[src/nfc_pkg.sv]
package nfc_pkg;
    // ======================================================
    // device geometry
    localparam int BYTE_COUNT      = 1048576;
    localparam int WORD_COUNT      = 524288;
    localparam int ADDR_W          = 20;
    localparam int DATA_W          = 16;
    // ======================================================
    // command codes and unlock addresses (word mode)
    localparam logic [10:0] UNLOCK_ADDR1 = 11'h555;
    localparam logic [10:0] UNLOCK_ADDR2 = 11'h2aa;
    localparam logic [7:0]  UNLOCK_DATA1 = 8'haa;
    localparam logic [7:0]  UNLOCK_DATA2 = 8'h55;
    localparam logic [7:0]  CMD_PROGRAM  = 8'ha0;
    localparam logic [7:0]  CMD_ERASE    = 8'h80;
    localparam logic [7:0]  CMD_CHIP     = 8'h10;
    localparam logic [7:0]  CMD_SECTOR   = 8'h30;
    localparam logic [7:0]  CMD_BYPASS   = 8'h20;
    localparam logic [7:0]  CMD_BYP_EXIT1 = 8'h90;
    localparam logic [7:0]  CMD_BYP_EXIT2 = 8'h00;
    localparam logic [7:0]  CMD_SUSPEND  = 8'hb0;
    localparam logic [7:0]  CMD_RESUME   = 8'h30;
    localparam logic [7:0]  CMD_RESET    = 8'hf0;
    // ======================================================
    // bit positions of status
    localparam int POLL_BIT   = 7;
    localparam int TOGGLE_BIT = 6;
    // ======================================================
    // bus cycle timing at 10 MHz
    localparam int CLK_NS       = 100;
    localparam int SETUP_NS     = 100;
    localparam int STROBE_NS    = 100;
    localparam int READ_NS      = 200;
    localparam int RESET_NS     = 500;
    localparam int SETUP_CYC    = (SETUP_NS + CLK_NS - 1) / CLK_NS;
    localparam int STROBE_CYC   = (STROBE_NS + CLK_NS - 1) / CLK_NS;
    localparam int READ_CYC     = (READ_NS + CLK_NS - 1) / CLK_NS;
    localparam int RESET_CYC    = (RESET_NS + CLK_NS - 1) / CLK_NS;

    typedef enum logic [2:0] {
        OP_READ, OP_PROGRAM, OP_CHIP_ERASE, OP_SECTOR_ERASE,
        OP_SUSPEND, OP_RESUME, OP_BYPASS, OP_RESET
    } nfc_op_e;

    typedef struct packed {
        logic [ADDR_W-1:0] addr;
        logic [DATA_W-1:0] data;
        nfc_op_e           op;
    } nfc_req_s;

    typedef struct packed {
        logic              ceN;
        logic              weN;
        logic              oeN;
        logic              resetN;
        logic              byteN;
        logic [ADDR_W-1:0] addr;
    } nfc_pins_s;
endpackage

[src/nfc_host.sv]
`timescale 1ns/1ps
`default_nettype none
module nfc_host
    import nfc_pkg::*;
#(
    parameter int POLL_LIMIT = 65535
) (
    // clock and reset
    input  wire logic                 clock,
    input  wire logic                 rstn,
    // user side
    input  wire logic                 reqValid,
    output logic                      reqReady,
    input  wire nfc_req_s             req,
    input  wire logic                 byteMode,
    input  wire logic                 standby,
    output logic                      doneValid,
    output logic [DATA_W-1:0]         doneData,
    output logic                      doneTimeout,
    // flash pins
    output nfc_pins_s                 pins,
    input  wire logic [DATA_W-1:0]    dqIn,
    output logic [DATA_W-1:0]         dqOut,
    output logic                      dqOeN,
    input  wire logic                 ready_busy_n_output
);
    // ======================================================
    // pin synchronisers: a ready/busy change counts when stages 2 and 3 agree; the data pins pass stage 3 unfiltered
    logic [2:0]        rbSync_reg;
    logic              rbStable_reg;
    always_ff @(posedge clock) begin
        if (!rstn) begin
            rbSync_reg   <= 3'h7;
            rbStable_reg <= 1'b1;
        end else begin
            rbSync_reg <= {rbSync_reg[1:0], ready_busy_n_output};
            if (rbSync_reg[1] == rbSync_reg[2])
                rbStable_reg <= rbSync_reg[2];
        end
    end

    logic [DATA_W-1:0] dqS1_reg, dqS2_reg, dqS3_reg;
    always_ff @(posedge clock) begin
        if (!rstn) begin
            dqS1_reg <= '0;
            dqS2_reg <= '0;
            dqS3_reg <= '0;
        end else begin
            dqS1_reg <= dqIn;
            dqS2_reg <= dqS1_reg;
            dqS3_reg <= dqS2_reg;
        end
    end

    // ======================================================
    // command sequencing
    typedef enum logic [3:0] {
        ST_RESET, ST_IDLE, ST_WSETUP, ST_WSTROBE, ST_WHOLD,
        ST_RSETUP, ST_RSTROBE, ST_POLL, ST_DONE
    } nfc_state_e;

    nfc_state_e        state_reg;
    nfc_req_s          cur_reg;
    logic [2:0]        step_reg;
    logic [2:0]        steps_reg;
    logic [7:0]        cnt_reg;
    logic [15:0]       poll_reg;
    logic              bypass_reg;
    logic              prevToggle_reg;
    logic              pollFirst_reg;
    logic              timedOut_reg;
    logic [ADDR_W-1:0] cycAddr;
    logic [DATA_W-1:0] cycData;

    // one entry of the unlock/command table per step
    function automatic logic [ADDR_W+7:0] seq_entry(
        input nfc_op_e op, input logic [2:0] idx, input logic byp,
        input logic [ADDR_W-1:0] a, input logic [7:0] d);
        logic [ADDR_W-1:0] u1;
        logic [ADDR_W-1:0] u2;
        u1 = {{(ADDR_W-11){1'b0}}, UNLOCK_ADDR1};
        u2 = {{(ADDR_W-11){1'b0}}, UNLOCK_ADDR2};
        seq_entry = {u1, CMD_RESET};
        case (op)
            OP_PROGRAM: begin
                if (byp)
                    seq_entry = (idx == 3'd0) ? {u1, CMD_PROGRAM} : {a, d};
                else
                    case (idx)
                        3'd0: seq_entry = {u1, UNLOCK_DATA1};
                        3'd1: seq_entry = {u2, UNLOCK_DATA2};
                        3'd2: seq_entry = {u1, CMD_PROGRAM};
                        default: seq_entry = {a, d};
                    endcase
            end
            OP_CHIP_ERASE, OP_SECTOR_ERASE: begin
                case (idx)
                    3'd0, 3'd3: seq_entry = {u1, UNLOCK_DATA1};
                    3'd1, 3'd4: seq_entry = {u2, UNLOCK_DATA2};
                    3'd2: seq_entry = {u1, CMD_ERASE};
                    default: seq_entry = (op == OP_CHIP_ERASE) ? {u1, CMD_CHIP} : {a, CMD_SECTOR};
                endcase
            end
            OP_BYPASS: begin
                if (byp)
                    seq_entry = (idx == 3'd0) ? {a, CMD_BYP_EXIT1} : {a, CMD_BYP_EXIT2};
                else
                    case (idx)
                        3'd0: seq_entry = {u1, UNLOCK_DATA1};
                        3'd1: seq_entry = {u2, UNLOCK_DATA2};
                        default: seq_entry = {u1, CMD_BYPASS};
                    endcase
            end
            OP_SUSPEND: seq_entry = {a, CMD_SUSPEND};
            OP_RESUME:  seq_entry = {a, CMD_RESUME};
            default:    seq_entry = {a, CMD_RESET};
        endcase
    endfunction

    function automatic logic [2:0] seq_len(input nfc_op_e op, input logic byp);
        case (op)
            OP_PROGRAM:                    seq_len = byp ? 3'd2 : 3'd4;
            OP_CHIP_ERASE, OP_SECTOR_ERASE: seq_len = 3'd6;
            OP_BYPASS:                     seq_len = byp ? 3'd2 : 3'd3;
            default:                       seq_len = 3'd1;
        endcase
    endfunction

    always_comb begin
        logic [ADDR_W+7:0] e;
        e = seq_entry(cur_reg.op, step_reg, bypass_reg, cur_reg.addr, cur_reg.data[7:0]);
        cycAddr = e[ADDR_W+7:8];
        cycData = {8'h00, e[7:0]};
        // program data keeps the full word in x16 mode
        if (cur_reg.op == OP_PROGRAM && step_reg == steps_reg - 3'd1 && !byteMode)
            cycData = cur_reg.data;
    end

    assign reqReady = (state_reg == ST_IDLE);

    always_ff @(posedge clock) begin
        if (!rstn) begin
            state_reg      <= ST_RESET;
            cur_reg        <= '0;
            step_reg       <= 3'h0;
            steps_reg      <= 3'h1;
            cnt_reg        <= 8'h00;
            poll_reg       <= 16'h0000;
            bypass_reg     <= 1'b0;
            prevToggle_reg <= 1'b0;
            pollFirst_reg  <= 1'b0;
            timedOut_reg   <= 1'b0;
            doneValid      <= 1'b0;
            doneData       <= '0;
            doneTimeout    <= 1'b0;
        end else begin
            doneValid   <= 1'b0;
            doneTimeout <= 1'b0;
            case (state_reg)
                ST_RESET: begin
                    cnt_reg <= cnt_reg + 8'h01;
                    if (cnt_reg == 8'(RESET_CYC)) begin
                        cnt_reg    <= 8'h00;
                        bypass_reg <= 1'b0;
                        state_reg  <= (cur_reg.op == OP_RESET) ? ST_DONE : ST_IDLE;
                    end
                end
                ST_IDLE: begin
                    if (reqValid) begin
                        cur_reg   <= req;
                        step_reg  <= 3'h0;
                        cnt_reg   <= 8'h00;
                        steps_reg <= seq_len(req.op, bypass_reg);
                        if (req.op == OP_RESET) begin
                            state_reg <= ST_RESET;
                        end else if (req.op == OP_READ) begin
                            state_reg <= ST_RSETUP;
                        end else begin
                            state_reg <= ST_WSETUP;
                        end
                    end
                end
                ST_WSETUP: begin
                    cnt_reg <= cnt_reg + 8'h01;
                    if (cnt_reg == 8'(SETUP_CYC - 1)) begin
                        cnt_reg   <= 8'h00;
                        state_reg <= ST_WSTROBE;
                    end
                end
                ST_WSTROBE: begin
                    cnt_reg <= cnt_reg + 8'h01;
                    if (cnt_reg == 8'(STROBE_CYC - 1)) begin
                        cnt_reg   <= 8'h00;
                        state_reg <= ST_WHOLD;
                    end
                end
                ST_WHOLD: begin
                    if (step_reg == steps_reg - 3'd1) begin
                        poll_reg      <= 16'h0000;
                        pollFirst_reg <= 1'b1;
                        if (cur_reg.op == OP_BYPASS)
                            bypass_reg <= ~bypass_reg;
                        if (cur_reg.op == OP_PROGRAM || cur_reg.op == OP_CHIP_ERASE ||
                            cur_reg.op == OP_SECTOR_ERASE || cur_reg.op == OP_RESUME)
                            state_reg <= ST_POLL;
                        else
                            state_reg <= ST_DONE;
                    end else begin
                        step_reg  <= step_reg + 3'd1;
                        state_reg <= ST_WSETUP;
                    end
                end
                ST_RSETUP: begin
                    cnt_reg <= cnt_reg + 8'h01;
                    if (cnt_reg == 8'(READ_CYC + 3)) begin
                        doneData  <= byteMode ? {8'h00, dqS3_reg[7:0]} : dqS3_reg;
                        state_reg <= ST_DONE;
                    end
                end
                ST_POLL: begin
                    // status read: toggle bit stops toggling and ready pin high
                    cnt_reg <= cnt_reg + 8'h01;
                    if (cnt_reg == 8'(READ_CYC + 3)) begin
                        cnt_reg        <= 8'h00;
                        poll_reg       <= poll_reg + 16'h0001;
                        prevToggle_reg <= dqS3_reg[TOGGLE_BIT];
                        pollFirst_reg  <= 1'b0;
                        if (!pollFirst_reg && rbStable_reg &&
                            prevToggle_reg == dqS3_reg[TOGGLE_BIT]) begin
                            doneData  <= dqS3_reg;
                            state_reg <= ST_DONE;
                        end else if (poll_reg == 16'(POLL_LIMIT)) begin
                            // a stuck operation shows as a timeout; a rejected one stops toggling and ends as a normal done
                            timedOut_reg <= 1'b1;
                            state_reg    <= ST_DONE;
                        end
                    end
                end
                ST_DONE: begin
                    doneValid    <= 1'b1;
                    doneTimeout  <= timedOut_reg;
                    timedOut_reg <= 1'b0;
                    // a timed-out operation leaves the device busy, so pulse its reset pin
                    state_reg    <= timedOut_reg ? ST_RESET : ST_IDLE;
                end
                default: state_reg <= ST_RESET;
            endcase
        end
    end

    // ======================================================
    // pin drive, all from flip-flops
    logic inWrite;
    logic inRead;
    assign inWrite = (state_reg == ST_WSETUP) || (state_reg == ST_WSTROBE) || (state_reg == ST_WHOLD);
    assign inRead  = (state_reg == ST_RSETUP) || (state_reg == ST_POLL);

    always_ff @(posedge clock) begin
        if (!rstn) begin
            pins  <= '{ceN: 1'b1, weN: 1'b1, oeN: 1'b1, resetN: 1'b0, byteN: 1'b1, addr: '0};
            dqOut <= '0;
            dqOeN <= 1'b1;
        end else begin
            pins.resetN <= (state_reg != ST_RESET);
            pins.byteN  <= ~byteMode;
            pins.ceN    <= ~(inWrite || inRead) && standby;
            pins.weN    <= ~(state_reg == ST_WSTROBE);
            // strobe lifted between polls, else the toggle bit never advances
            pins.oeN    <= ~inRead || (state_reg == ST_POLL && cnt_reg == 8'(READ_CYC + 3));
            pins.addr   <= inWrite ? cycAddr : cur_reg.addr;
            dqOut       <= cycData;
            dqOeN       <= ~inWrite;
        end
    end
endmodule
`default_nettype wire

[config.mk]
export PLATFORM = sky130hd
export DESIGN_NAME = nfc_host
export DESIGN_NICKNAME = d
export VERILOG_FILES = /design/src/nfc_pkg.sv /design/src/nfc_host.sv
export SDC_FILE = /design/constraint.sdc
export NUM_CORES = 1
export LEC_CHECK = 0
export BUFFER_PORTS_ARGS = -buffer_cell sky130_fd_sc_hd__buf_4
export CORE_UTILIZATION = 40
export DETAILED_ROUTE_END_ITERATION = 16
export GPL_ROUTABILITY_DRIVEN = 0
export SYNTH_ARGS = -nofsm -noshare
export SYNTH_HDL_FRONTEND = slang
export SYNTH_SLANG_ARGS = --single-unit
[constraint.sdc]
create_clock -name clock -period 4.1 [get_ports clock]
set_input_delay 0.41 -clock clock [delete_from_list [all_inputs] [get_ports clock]]
set_output_delay 0.41 -clock clock [all_outputs]
set_load 0.03 [all_outputs]
### Word-level counts from Yosys, hierarchy flattened

Index checks and enable logic that the tools add are counted.

* register bits after elaboration: 189
* output and inout bits: 61

* add/subtract/negate cells: 4
* equality and inequality tests: 41
* muxes and demuxes: 55
* bitwise gates (word level): 6
* reduce and logical (&&, ||, !) cells: 44

Operators with widths (number)
* $pmux 28 s3: 2
* $pmux 28 s5: 1
* $mux 28: 4
* $mux 16: 6
* $pmux 16 s2: 2
* $mux 4: 11
* $mux 8: 5
* $pmux 19 s2: 1
* $pmux 4 s8: 1
* $pmux 8 s4: 1
* $eq 3x3->1 const B: 7
* $mux 20: 1
* $ne 2x2->1 const B: 10
* $eq 3x2->1 const B: 6
* $add 16x1->16 const B: 1
* $eq 16x16->1 const B: 1
* $mux 3: 5
* $eq 4x3->1 const B: 3
* $reduce_and 4->1: 3
* $reduce_or 2->1: 6
* $mux 1: 10
* $reduce_and 2->1: 5
* $reduce_bool 2->1: 5
* $eq 3x1->1 const B: 3
* other kinds (24): 50

### Logic depth before layout (Yosys ltp)

* depth in word-level cells: 7
* depth in mapped cells: 8
* depth with buffers taken out: 7

### Worst setup path after synthesis

No wires, ideal clock.

* path type: reg-to-reg
* from: register state_reg[1]
* to: register cur_reg[4] (netlist bit)
* setup time: 132 ps
* arrival time: 2006 ps
* required time: 3968 ps
* slack: 1962 ps
* cell stages (with the launch flop): 8
* period minus slack after synthesis: 2138 ps
* cells stage by stage: dfxtp_1 -> clkbuf_2 -> nor4b_2 -> nand2_1 -> clkbuf_1 -> clkbuf_1 -> nand2_1 -> a21oi_1

* longest elaborated chain between the ends: 2

Ends and longest elaborated chain
* start: declaration: RTL line nfc_host.sv:62 `nfc_state_e state_reg;`
* start signal: assignment: RTL line nfc_host.sv:165 `state_reg <= (cur_reg.op == OP_RESET) ? ST_DONE : ST_IDLE;`
* start signal: assignment: RTL line nfc_host.sv:244 `state_reg <= timedOut_reg ? ST_RESET : ST_IDLE;`
* $eq 4x1->1
* via reqReady: RTL line nfc_host.sv:13 `output logic reqReady,`
* $reduce_and 2->1 (no line)
* end signal: assignment: RTL line nfc_host.sv:170 `cur_reg <= req;`
* end: declaration: RTL line nfc_host.sv:63 `nfc_req_s cur_reg;`

The timed path passes the listed nets, and every way through them passes these cells.
A chain may end at the register's enable or synchronous reset.

### Worst setup path in the final report

* from: register state_reg[1]
* to: register poll_reg[12]

* longest elaborated chain between the ends: 3

Ends and longest elaborated chain
* $eq 4x3->1: RTL line nfc_host.sv:159 `case (state_reg)`
* $ne 2x2->1 (no line) (tied with other cells)
* $reduce_and 3->1 (no line)
* end signal: assignment: RTL line nfc_host.sv:225 `poll_reg <= poll_reg + 16'h0001;`
* end: declaration: RTL line nfc_host.sv:67 `logic [15:0] poll_reg;`

Several ways; a longest one is shown, not always the timed one.

==> metrics.md <==
| Metric | Value |
|---|---|
| Number of iterations in the first detailed-routing pass | `14` |
| Post-synth EDFFs | `0` |
| N_diodes | `0` |
| Ys flop type | `dfxtp_1` |
| Syn_area_per_cell | `a little under 9 µm²` |
| Vias | `5922` |
| IO Count | `122` |
| Clk_skew | `around 0.011 ns` |
| First-pass GRT wire length | `about 28000 µm` |
| Detail Route Antenna Nets | `0` |
| Post-synth cell types | `73` |
| Slowest CP cell | `nand4_1` |
| Worst vdd ir | `around 0.00028 V` |
| Design Area, Final | `roughly 9000 µm²` |
| Critical Path End Type | `register` |
| Fin crit share | `roughly two thirds` |
| Die Span Y | `about 140 µm` |
| CTS H-tree depth | `4` |
| CP top delay family | `simple AND/OR/NAND/NOR gates` |
| Pleak | `roughly 3.6 nW` |
| Cell count after synthesis | `roughly 840` |
| Largest net degree at the start of global routing | `slightly above 60` |
| Share of cells above drive strength 1 | `20.19%` |
| Setup crit start kind | `register` |
| Critical Path Max Stage Delay | `approximately 0.77 ns` |
| CTS buffer count | `17` |
| CTS tree | `built` |
| Critical Path Source | `state_reg[1]` |
| DRT iter0 DRCs | `420` |
| Count of pins over their slew limit | `0` |
| Slew margin rel. | `between 30% and 40%` |
| Run status | `finished, violations left` |
| R2R cell count | `5` |
| Hold Path Class | `in -> reg` |
| HPWL Detailed | `roughly 11000 µm` |
| Postcts setup bufs | `0` |
| Drt wl/cell | `between 10 and 15 µm` |
| Die Area | `19140 µm²` |
| Initial core utilization | `roughly 41%` |
| Commonest non-fill, non-tap cell in the layout | `dfxtp_1` |
| Port bufs | `121` |
| FF-to-FF setup slack | `1.36 ns` |
| Reg-to-reg startpoint | `state_reg[1]` |
| Yosys reg bits | `about 190` |
| Power consumption | `around 4.5 mW` |
| Most frequent cells in the layout | `189 x dfxtp_1, 147 x nand2_1, 128 x buf_4, 89 x a21oi_1, 51 x and2_1` |
| Clk_lat worst skew | `between 0.4 and 0.5 ns` |
| Crit path to | `poll_reg[12]` |
| Final hold vios | `0` |
| Failing checks | `design-rule violations` |
| RSZ-0062 raised after global routing | `false` |
| DR vias/cell | `between 5 and 6` |
| Reg2reg end | `poll_reg[12]` |
| GRT Util Overall | `18.23%` |
| Core Rows | `approximately 50` |
| Yosys warning count | `0` |
| Register area share after synthesis | `50.88%` |
| Synth-to-layout area growth | `22.30%` |
| Total Neg Setup Slack | `0 ns` |
| Final wirelength | `~17000 µm` |
| FFs w/ async S/R, synth | `0%` |
| Core Region | `18090 µm²` |
| CTS root buf | `clkbuf_16` |
| Worst slew pin tran | `approximately 0.98 ns` |
| Crit path max fanout | `20` |
| Count of hold-fix buffers inserted at cts | `0` |
| Placed cells | `roughly 1.1k` |
| Clk buf depth | `2` |
| Clock slew at reported path FFs | `around 0.08 ns` |
| Pwr Density | `490.7 nW/µm²` |
| Initial antenna violation count | `0` |
| Layout fillers | `between 1.5k and 2k` |
| Die Width | `~140 µm` |
| Worst path buffer plus inverter count | `0` |
| Setup Viol. Count Final | `0` |
| Tmin final | `between 2 and 3 ns` |
| CTS sink count | `189` |
| DRC violation count after routing | `12` |
| Post_cts resized | `0` |
| Stages on worst setup path | `5` |
| Syn nets | `approximately 910` |
| Max_cap viols | `0` |
| Gr ovfl total | `0` |
| Area after DPL | `about 8500 µm²` |
| Nets | `~1.0k` |
| Vias in the first global route | `between 5k and 6k` |
| FMAX | `364.3 MHz` |
| Synthesized area | `roughly 7400 µm²` |
| Critical path type | `reg -> reg` |
| Critical path, cell by cell | `and4b_1 -> nand4_1 -> a2111oi_2 -> xnor2_1 -> nor2_1` |
| Arrival @ worst endpoint | `a little over 3 ns` |
| Worst Path Required | `roughly 4.4 ns` |
| Max reg flops | `39` |
| Cell Count, Final, Fillers Out | `between 1k and 1.5k` |
-- per-layer routing --
metal / wire (µm) / GRT usage (%)
met1: 8338 / 25.09
met2: 7455 / 26.88
met3: 918 / 5.681
met4: 263 / 6.209
met5: 0 / 0
-- where the power goes --
part,internal (mW),total [mW],switching [mW],leakage [nW]
Combinational,0.277,0.704,0.427,1.71
Clock,0.903,1.70,0.800,0.307
Sequential,1.95,2.06,0.108,1.54
-- through the flow --
| step | hold slack (ns) | setup slack, ns | util, % |
|---|---|---|---|
| 6_report | 0.1562 | 1.355 | 50.28 |
| 4_1_cts | 0.1383 | 1.330 | 50.28 |
| 2_1_floorplan | 0.3863 | 1.962 | - |
| 3_3_place_gp | 0.3881 | 1.360 | 46.84 |
| 3_5_place_dp | 0.3932 | 1.308 | 46.84 |
| 5_1_grt | 0.1473 | 1.111 | 50.28 |
-- worst reg2reg max path: stages (launching register included) --
cell and delay, ns:
dfxtp_1 0.68, and4b_1 0.30, nand4_1 0.77, a2111oi_2 0.67
xnor2_1 0.16, nor2_1 0.05
-- synth_stat cells (7+ instances only) --
master	n	share of area, %
o21ai_0	15	1.0
nand2_1	147	7.4
and3_1	13	1.1
clkbuf_1	38	1.9
nor3_1	7	0.47
dfxtp_1	189	51
a21oi_1	89	6.0
and2_1	51	4.3
ha_1	10	1.7
xnor2_1	18	2.1
nor2_1	50	2.5
inv_1	21	1.1
a211oi_1	8	0.81
nand3_1	31	2.1
nand4_1	13	1.1
nand2b_1	9	0.76
-- area by class of cell --
class | count | area (µm²) | area share, %
Sequential cell | 189 | 3784 | 41.61
Multi-Input combinational cell | 574 | 3354 | 36.89
Timing Repair Buffer | 128 | 960.9 | 10.57
Clock buffer | 18 | 439.2 | 4.829
Tap cell | 229 | 286.5 | 3.151
Clock inverter | 14 | 182.7 | 2.009
Inverter | 23 | 86.33 | 0.9494
-- kinds of logic after synthesis --
kind of cell | synth area share [%]
xor+xnor | 3.130
mux | 0.5553
flops | 50.88
buf+inv | 4.005
fa+ha+maj | 1.683
compound gates | 15.97
simple gates | 23.78
-- worst min-delay path by stage --
stage	depth (start not counted)	to	from	slack, ns
after CTS	2	rbSync_reg[0]	ready_busy_n_output	0.14
final	2	rbSync_reg[0]	ready_busy_n_output	0.16
after global placement	1	rbSync_reg[1]	rbSync_reg[0]	0.39
after detailed placement	1	rbSync_reg[1]	rbSync_reg[0]	0.39
after global routing	2	dqS1_reg[13]	dqIn[13]	0.15
after floorplan	1	rbSync_reg[1]	rbSync_reg[0]	0.39
Power figures use the tool's default switching activity.
